<file path="config.mk">
export PLATFORM = sky130hd
export DESIGN_NAME = reset_cause_and_interrupt_ctrl
export DESIGN_NICKNAME = d
export VERILOG_FILES = /design/src/verilog/irq_reset_pkg.sv /design/src/verilog/reset_cause_and_interrupt_ctrl.sv /design/src/verilog/pin_sync.sv
export SDC_FILE = /design/constraint.sdc
export NUM_CORES = 1
export LEC_CHECK = 0
export BUFFER_PORTS_ARGS = -buffer_cell sky130_fd_sc_hd__buf_2
export CELL_PAD_IN_SITES_DETAIL_PLACEMENT = 1
export CELL_PAD_IN_SITES_GLOBAL_PLACEMENT = 1
export CORE_AREA = 10 10 91 93
export CTS_BUF_LIST = sky130_fd_sc_hd__clkbuf_2
export DETAILED_ROUTE_END_ITERATION = 6
export DIE_AREA = 0 0 101 103
export GPL_ROUTABILITY_DRIVEN = 0
export GPL_TIMING_DRIVEN = 0
export PLACE_DENSITY_LB_ADDON = 0.1
export SLEW_MARGIN = 20
export SYNTH_ARGS = -nofsm -noshare
export SYNTH_HDL_FRONTEND = slang
export SYNTH_SLANG_ARGS = --single-unit
</file>
<file path="constraint.sdc">
create_clock -name clock -period 5.1 [get_ports clock]
set_input_delay 1.02 -clock clock [delete_from_list [all_inputs] [get_ports clock]]
set_output_delay 1.02 -clock clock [all_outputs]
set_load 0.05 [all_outputs]
</file>
<file path="src/verilog/irq_reset_pkg.sv">
// constants, types and carriers shared by the reset-cause and interrupt block
package irq_reset_pkg;

	// ----------------------------------------------------------------
	// widths and pin positions
	// ----------------------------------------------------------------
	localparam int PORT_W    = 8;               // input port width
	localparam int VEC_W     = 10;              // program address width
	localparam int FLAG_W    = 3;               // interrupt sources
	localparam int FLAG_TMR  = 0;               // timer overflow flag bit
	localparam int FLAG_PORT = 1;               // port change flag bit
	localparam int FLAG_EXT  = 2;               // external pin flag bit
	localparam int PIN_EXT   = 0;               // port bit zero, external interrupt
	localparam int PIN_RST   = 3;               // port bit three, alternate reset pin

	// ----------------------------------------------------------------
	// option, vectors and reset values
	// ----------------------------------------------------------------
	localparam logic             OPT_PIN_RESET = 1'h0;    // option value enabling the reset pin
	localparam logic [VEC_W-1:0] VEC_HW        = 10'h008; // hardware interrupt entry
	localparam logic [VEC_W-1:0] VEC_SW        = 10'h001; // software interrupt entry
	localparam logic [PORT_W-1:0] PORT_IDLE    = 8'hFF;   // pins idle high after reset
	localparam logic [PORT_W-1:0] PORT_NONE    = 8'h00;
	localparam logic [FLAG_W-1:0] FLAG_NONE    = 3'h0;

	// ----------------------------------------------------------------
	// reset cause bits: pin-change wake, time-out, power-down
	// ----------------------------------------------------------------
	typedef struct packed {
		logic pin_wake;
		logic timeout;
		logic power_down;
	} cause_t;

	localparam cause_t CAUSE_POR       = 3'h3; // 0 1 1
	localparam cause_t CAUSE_PIN_SLEEP = 3'h2; // 0 1 0
	localparam cause_t CAUSE_WDT_SLEEP = 3'h0; // 0 0 0
	localparam cause_t CAUSE_CHANGE    = 3'h6; // 1 1 0

	// ----------------------------------------------------------------
	// operating modes
	// ----------------------------------------------------------------
	typedef enum logic [1:0] {
		MODE_RUN,
		MODE_SLEEP,
		MODE_HOLD
	} mode_t;

	// ----------------------------------------------------------------
	// carriers
	// ----------------------------------------------------------------
	typedef struct packed {
		logic watchdog_clear_instr;
		logic sleep_instr;
		logic irq_enable_instr;
		logic irq_disable_instr;
		logic irq_return_instr;
		logic sw_irq_instr;
		logic port_read;
		logic flag_write;
		logic mask_write;
	} core_op_t;

	typedef struct packed {
		logic             valid;
		logic [VEC_W-1:0] addr;
	} vector_t;

	typedef struct packed {
		logic [PORT_W-1:0] s1;
		logic [PORT_W-1:0] s2;
		logic [PORT_W-1:0] s3;
		logic [PORT_W-1:0] level;
	} sync_state_t;

	localparam sync_state_t SYNC_RESET = {PORT_IDLE, PORT_IDLE, PORT_IDLE, PORT_IDLE};

	typedef struct packed {
		mode_t             mode;
		cause_t            cause;
		logic [FLAG_W-1:0] flag;
		logic [FLAG_W-1:0] mask;
		logic              gie;
		logic [PORT_W-1:0] copy;
		logic              rst_prev;
		logic              ext_prev;
		logic              core_reset;
		logic              wake;
		vector_t           vec;
	} ctrl_state_t;

	localparam ctrl_state_t CTRL_RESET = {MODE_RUN, CAUSE_POR, FLAG_NONE, FLAG_NONE, 1'h0,
		PORT_IDLE, 1'h1, 1'h1, 1'h1, 1'h0, 1'h0, 10'h000};

endpackage

</file>
<file path="src/verilog/reset_cause_and_interrupt_ctrl.sv">
// reset-cause tracking and interrupt arbitration for the core sequencer
`timescale 1ns/1ps
`default_nettype none
module reset_cause_and_interrupt_ctrl (
	// clock and power-on reset
	input  wire logic                                 clock,
	input  wire logic                                 rst_n,
	// option and port configuration
	input  wire logic                                 reset_pin_opt,
	input  wire logic                                 ext_irq_sel,
	input  wire logic [irq_reset_pkg::PORT_W-1:0]     port_dir_out,
	// port pins, asynchronous
	input  wire logic [irq_reset_pkg::PORT_W-1:0]     port_pin,
	// on-chip events
	input  wire logic                                 timer_overflow,
	input  wire logic                                 watchdog_timeout,
	// core sequencer operations
	input  wire irq_reset_pkg::core_op_t              core_op,
	input  wire logic [irq_reset_pkg::FLAG_W-1:0]     flag_wdata,
	input  wire logic [irq_reset_pkg::FLAG_W-1:0]     mask_wdata,
	// status to the core
	output irq_reset_pkg::cause_t                     cause,
	output logic      [irq_reset_pkg::FLAG_W-1:0]     irq_flag_reg,
	output logic      [irq_reset_pkg::FLAG_W-1:0]     irq_mask_reg,
	output logic      [irq_reset_pkg::FLAG_W-1:0]     irq_request,
	output logic      [irq_reset_pkg::PORT_W-1:0]     port_level,
	output logic                                      global_enable,
	output logic                                      asleep,
	// sequencer control
	output irq_reset_pkg::vector_t                    vector,
	output logic                                      core_reset,
	output logic                                      wake
);
	import irq_reset_pkg::*;

	// ----------------------------------------------------------------
	// declarations
	// ----------------------------------------------------------------
	ctrl_state_t       r;          // registered state
	ctrl_state_t       next_r;     // next state
	logic [PORT_W-1:0] level;      // filtered pin levels
	logic [PORT_W-1:0] eligible;   // pins watched for change
	logic [PORT_W-1:0] changed;    // eligible pins differing from copy
	logic              change_any; // any eligible change
	logic              rst_lvl;    // effective reset line level
	logic              pin_fall;   // reset line went low
	logic              ext_fall;   // external interrupt edge
	logic [FLAG_W-1:0] set_vec;    // hardware flag sets this cycle
	logic [FLAG_W-1:0] req;        // masked requests
	logic              take_sw;    // software interrupt taken
	logic              take_hw;    // hardware interrupt taken
	logic              reset_ev;   // any reset action this cycle

	// ----------------------------------------------------------------
	// pin synchroniser
	// ----------------------------------------------------------------
	pin_sync u_sync (
		.clock     (clock),
		.rst_n     (rst_n),
		.pin_raw   (port_pin),
		.pin_level (level)
	);

	// pin mask helper, used for both excluded pins
	function automatic logic [PORT_W-1:0] pin_bit(input logic on, input int idx);
		logic [PORT_W-1:0] m;
		m      = PORT_NONE;
		m[idx] = on;
		return m;
	endfunction

	// ----------------------------------------------------------------
	// event detection
	// ----------------------------------------------------------------
	always_comb begin
		// option 1 ties the internal line high, pin becomes a port bit
		rst_lvl    = level[PIN_RST] | (reset_pin_opt != OPT_PIN_RESET);
		pin_fall   = r.rst_prev & ~rst_lvl;
		// outputs, interrupt pin and active reset pin are not watched
		eligible   = ~port_dir_out & ~pin_bit(ext_irq_sel, PIN_EXT)
			& ~pin_bit(reset_pin_opt == OPT_PIN_RESET, PIN_RST);
		changed    = (level ^ r.copy) & eligible;
		change_any = |changed;
		ext_fall   = ext_irq_sel & r.ext_prev & ~level[PIN_EXT];
		// port change only counts when its mask bit is set
		set_vec            = FLAG_NONE;
		set_vec[FLAG_TMR]  = timer_overflow;
		set_vec[FLAG_PORT] = change_any & r.mask[FLAG_PORT];
		set_vec[FLAG_EXT]  = ext_fall;
		req        = r.flag & r.mask;
		reset_ev   = pin_fall | (r.mode == MODE_HOLD) | watchdog_timeout;
		// instruction wins a tie so the executed opcode is honoured
		take_sw    = ~reset_ev & (r.mode == MODE_RUN) & r.gie & core_op.sw_irq_instr;
		take_hw    = ~reset_ev & (r.mode == MODE_RUN) & r.gie & ~take_sw & (|req);
	end

	// ----------------------------------------------------------------
	// next state
	// ----------------------------------------------------------------
	always_comb begin
		next_r           = r;
		next_r.vec.valid = 1'h0;
		next_r.wake      = 1'h0;
		next_r.core_reset = 1'h0;
		next_r.rst_prev  = rst_lvl;
		next_r.ext_prev  = level[PIN_EXT];
		// copy for change detection, refreshed on each port read
		if (core_op.port_read) begin
			next_r.copy = level;
		end
		// software write first, then hardware set so a set wins
		if (core_op.flag_write) begin
			next_r.flag = flag_wdata;
		end
		next_r.flag = next_r.flag | set_vec;
		if (core_op.mask_write) begin
			next_r.mask = mask_wdata;
		end
		if (pin_fall) begin
			// reset pin pulse: hold the core until the line returns
			next_r.mode       = MODE_HOLD;
			next_r.core_reset = 1'h1;
			next_r.flag       = FLAG_NONE;
			next_r.mask       = FLAG_NONE;
			next_r.gie        = 1'h0;
			if (r.mode == MODE_SLEEP) begin
				next_r.cause = CAUSE_PIN_SLEEP;
			end else begin
				next_r.cause.pin_wake = 1'h0;
			end
		end else if (r.mode == MODE_HOLD) begin
			// still low: keep the core in reset, release on the rise
			next_r.core_reset = ~rst_lvl;
			next_r.flag       = FLAG_NONE;
			if (rst_lvl) begin
				next_r.mode = MODE_RUN;
			end
		end else if (watchdog_timeout) begin
			// watchdog expiry: one-cycle core reset
			next_r.mode       = MODE_RUN;
			next_r.core_reset = 1'h1;
			next_r.flag       = FLAG_NONE;
			next_r.mask       = FLAG_NONE;
			next_r.gie        = 1'h0;
			if (r.mode == MODE_SLEEP) begin
				next_r.cause = CAUSE_WDT_SLEEP;
			end else begin
				next_r.cause.pin_wake = 1'h0;
				next_r.cause.timeout  = 1'h0;
			end
		end else if (r.mode == MODE_SLEEP) begin
			// only an enabled port change wakes the core
			if (change_any & r.mask[FLAG_PORT]) begin
				next_r.mode  = MODE_RUN;
				next_r.cause = CAUSE_CHANGE;
				next_r.wake  = 1'h1;
				if (r.gie) begin
					next_r.vec.valid = 1'h1;
					next_r.vec.addr  = VEC_HW;
					next_r.gie       = 1'h0;
				end
			end
		end else begin
			// running: instruction side effects
			if (core_op.watchdog_clear_instr) begin
				next_r.cause.timeout    = 1'h1;
				next_r.cause.power_down = 1'h1;
			end
			if (core_op.sleep_instr) begin
				next_r.cause.timeout    = 1'h1;
				next_r.cause.power_down = 1'h0;
				next_r.mode             = MODE_SLEEP;
			end
			if (core_op.irq_enable_instr | core_op.irq_return_instr) begin
				next_r.gie = 1'h1;
			end
			if (core_op.irq_disable_instr) begin
				next_r.gie = 1'h0;
			end
			// entry clears the enable, blocking nested entry
			if (take_sw) begin
				next_r.vec.valid = 1'h1;
				next_r.vec.addr  = VEC_SW;
				next_r.gie       = 1'h0;
			end else if (take_hw) begin
				next_r.vec.valid = 1'h1;
				next_r.vec.addr  = VEC_HW;
				next_r.gie       = 1'h0;
			end
		end
	end

	// ----------------------------------------------------------------
	// state register; power-on loads the power-on causes
	// ----------------------------------------------------------------
	always_ff @(posedge clock) begin
		if (!rst_n) begin
			r <= CTRL_RESET;
		end else begin
			r <= next_r;
		end
	end

	// ----------------------------------------------------------------
	// outputs
	// ----------------------------------------------------------------
	assign cause         = r.cause;
	assign irq_flag_reg  = r.flag;
	assign irq_mask_reg  = r.mask;
	assign irq_request   = req;
	assign port_level    = level;
	assign global_enable = r.gie;
	assign asleep        = (r.mode == MODE_SLEEP);
	assign vector        = r.vec;
	assign core_reset    = r.core_reset;
	assign wake          = r.wake;
endmodule
`default_nettype wire

</file>
<file path="src/verilog/pin_sync.sv">
// three-stage pin synchroniser with agreement filter
`timescale 1ns/1ps
`default_nettype none
module pin_sync (
	// clock and reset
	input  wire logic                         clock,
	input  wire logic                         rst_n,
	// raw pins
	input  wire logic [irq_reset_pkg::PORT_W-1:0] pin_raw,
	// filtered levels
	output logic      [irq_reset_pkg::PORT_W-1:0] pin_level
);
	import irq_reset_pkg::*;

	sync_state_t r;      // registered state
	sync_state_t next_r; // next state

	// ----------------------------------------------------------------
	// shift chain; level moves only when stages two and three agree
	// ----------------------------------------------------------------
	always_comb begin
		next_r    = r;
		next_r.s1 = pin_raw;
		next_r.s2 = r.s1;    // first stage feeds nothing else
		next_r.s3 = r.s2;
		for (int i = 0; i < PORT_W; i++) begin
			// a glitch of one cycle never reaches the level
			if (r.s2[i] == r.s3[i]) begin
				next_r.level[i] = r.s3[i];
			end
		end
	end

	// ----------------------------------------------------------------
	// state register, idles high so no false edge after reset
	// ----------------------------------------------------------------
	always_ff @(posedge clock) begin
		if (!rst_n) begin
			r <= SYNC_RESET;
		end else begin
			r <= next_r;
		end
	end

	assign pin_level = r.level;

endmodule
`default_nettype wire

</file>
==> results_dict.tcl <==
set metrics [dict create \
    status "completed" \
    synthTopCellsByArea "dfxtp_1, buf_4, nand2b_1, mux2i_1, nor2_1" \
    ys_types 47 \
    syn_to_final_growth_pct 20.34 \
    final_cell_mix "buf_2, dfxtp_1, nand2b_1, buf_4, nor2_1" \
    worst_pin_slew_ns 0.6288 \
    syn_area_per_cell_um2 9.728 \
    place_hpwl_mm 4.781 \
    arrival_ns 1.64 \
    reg2regPathDepth 8 \
    cts_tree "built" \
    critPathMaxStageDelay_ns 0.37 \
    cts_made_buffers 9 \
    insertion_delay_ns 0.49 \
    power_per_cell_area_nw_per_um2 270.9 \
    drt_iter0_markers 32 \
    start_kind "flip-flop" \
    yosys_warnings 0 \
    crit_required_ns 4.08 \
    die_x_um 101 \
    largest_register_ffs 16 \
    synth-xor-area-share_pct 3.091 \
    rrSetupSlack_ns 2.97 \
    max_slew_margin_pct 57.99 \
    path_cells "inv_1 > ha_1 > buf_2" \
    mostFrequentLayoutCell "buf_2" \
    reg2reg_to "global_enable$_SDFFE_PP0P_" \
    dieArea_um2 10400 \
    num_antenna_cells 0 \
    antenna_left 0 \
    ys.flop_type "dfxtp_1" \
    tns_ns 0 \
    setup_viol 0 \
    muxShareOfSynthArea_pct 5.184 \
    synth_edf_count 0 \
    fin_skew_ns 0.02008 \
    leakage_nw 1.340 \
    final_util_pct 45.98 \
    port-buffer-count 61 \
    max_freq_mhz 376.0 \
    endpoint "asleep" \
    drc_errors 0 \
    layout-drive-gt1-share_pct 32.55 \
    pwr-share-comb_pct 12.7 \
    synthesis.area_um2 2510 \
    finalCritPeriodShare_pct 52.15 \
    rows 30 \
    core_um2 6569 \
    synth-seq-cells 59 \
    rsz0062_at_grt "false" \
    cts_root_buf "clkbuf_2" \
    hp-class "flip-flop to flip-flop" \
    synth-simple-area-share_pct 18.15 \
    ios 72 \
    vias_per_cell 4.765 \
    cts_resized 0 \
    yosysTopAreaCell "dfxtp_1" \
    switchingPower_mw 0.2476 \
    nets 377 \
    cts_hold_buf 0 \
    grt_max_degree 12 \
    yosysSeqAreaShare_pct 47.06 \
    cts_buffer_depth 2 \
    cap_viol_max_count 0 \
    slew_viol_final 0 \
    cp_slowest_cell "ha_1" \
    intPower_mw 0.5707 \
    track_usage_pct 12.48 \
    htree_num_levels 3 \
    power_frac_seq_pct 58.8 \
    dr.pass1.iters 4 \
    criticalPathCategory "flip-flop to primary output" \
    crit_start "r[34]$_SDFFE_PN0P_" \
    grt_pass1_wl_mm 10.28 \
    synth_top_cell_area_share_pct 47.06 \
    antenna_found_initial 0 \
    netlist_instances 258 \
    peakVddDrop_mv 0.1225 \
    grt_overflow 0 \
    p_sw_share_pct 30.26 \
    start_util_pct 38.21 \
    synth-compound-area-share_pct 14.71 \
    r2r-start "r[33]$_SDFFE_PP0P_" \
    endpoint_kind "primary output" \
    routed_wl_mm 6.113 \
    die_y_um 103 \
    clk_pin_slew_ns 0.17 \
    post-cts-setup-buffer-count 0 \
    synth-async-reset-ratio_pct 0 \
    clkPwrFrac_pct 28.6 \
    vias 2006 \
    hold_viol 0 \
    synth_fa_ha_area_share_pct 1.496 \
    critPathMaxFanout 11 \
    synth_top_family_by_area "simple AND/OR/NAND/NOR gates" \
    min_period_ns 2.660 \
    grt_pass1_vias 2198 \
    wire_per_inst_um 14.52 \
    cts_sinks 59 \
]
==> per-stage QoR <==
step	worst slack (ns)	cell area (um^2)	hold slack [ns]	total power [mW]	instances
2_1_floorplan	2.797	2536	0.3863	0.5630	265
3_3_place_gp	2.526	2942	0.3874	0.5934	406
3_5_place_dp	2.494	2942	0.3954	0.5956	406
4_1_cts	2.394	3020	0.4333	0.8284	421
5_1_grt	2.303	3020	0.4522	0.8624	421
6_report	2.440	3020	0.4274	0.8183	421
==> synth_stat cells, types with 2 or more instances <==
cell and instances:
o21ai_0 10, mux2i_1 13, and2_1 5, nand2_1 16, or4_1 2, clkbuf_1 6
o31ai_1 3, buf_4 28, a211oi_1 2, nand3_1 2, xnor2_1 7, a21oi_1 14
nand2b_1 28, or3b_2 2, dfxtp_1 59, ha_1 3, and3_1 2, inv_1 5
nor2_1 21, nor2b_1 2, o22ai_1 2
==> area by class of cell <==
class / instances / area [um^2]
Timing Repair Buffer: 61 / 305.3
Multi-Input combinational cell: 166 / 1100
Buffer: 35 / 236.5
Fill cell: 802 / 3548
Sequential cell: 59 / 1181
Clock buffer: 9 / 45.04
Tap cell: 80 / 100.1
Inverter: 5 / 18.77
Clock inverter: 6 / 33.78
==> cells by family (layout without fill, tap and decap cells) <==
group                      Yosys count  in the layout
and+or+nand+nor                     86             86
DFF                                 59             59
AOI/OAI and AO/OA                   48             48
buffers and inverters               40            116
muxes                               13             13
xor gates and xnor gates             8              8
adders and majority gates            3              3
other                                1              8
==> metal layers <==
metal,vias up,track usage (%),part of all wire [%]
met5,-,0,0
met4,0,6.860,2.1
met3,12,4.155,5.8
met2,44,22.26,51
met1,942,12.57,41
li1,1008,-,-
==> worst max-delay path: cells and delay by family (launching register included) <==
| kind | cells | cell delay, ns |
|---|---|---|
| buffers and inverters | 2 | 0.44 |
| DFF | 1 | 0.35 |
| adders and majority gates | 1 | 0.37 |
==> power by group through the flow <==
stage	clock network [mW]	logic [mW]	registers, mW
floorplan	0	0.0714	0.492
global placement	0	0.103	0.490
detailed placement	0	0.105	0.491
CTS	0.242	0.105	0.481
global route	0.265	0.114	0.483
finish	0.234	0.104	0.481
==> how the worst min path moves through the flow <==
stage                              endpoint  cells after the start                          from  slack (ns)
2_1_floorplan  u_sync.next_r[10]$_SDFF_PN1_                      1  u_sync.next_r[18]$_SDFF_PN1_        0.39
3_3_place_gp   u_sync.next_r[10]$_SDFF_PN1_                      1  u_sync.next_r[18]$_SDFF_PN1_        0.39
3_5_place_dp    u_sync.next_r[8]$_SDFF_PN1_                      1  u_sync.next_r[16]$_SDFF_PN1_        0.40
6_report       u_sync.next_r[15]$_SDFF_PN1_                      1  u_sync.next_r[23]$_SDFF_PN1_        0.43
4_1_cts         u_sync.next_r[8]$_SDFF_PN1_                      1  u_sync.next_r[16]$_SDFF_PN1_        0.43
5_1_grt         u_sync.next_r[9]$_SDFF_PN1_                      1  u_sync.next_r[17]$_SDFF_PN1_        0.45
Power figures use the tool's default switching activity.
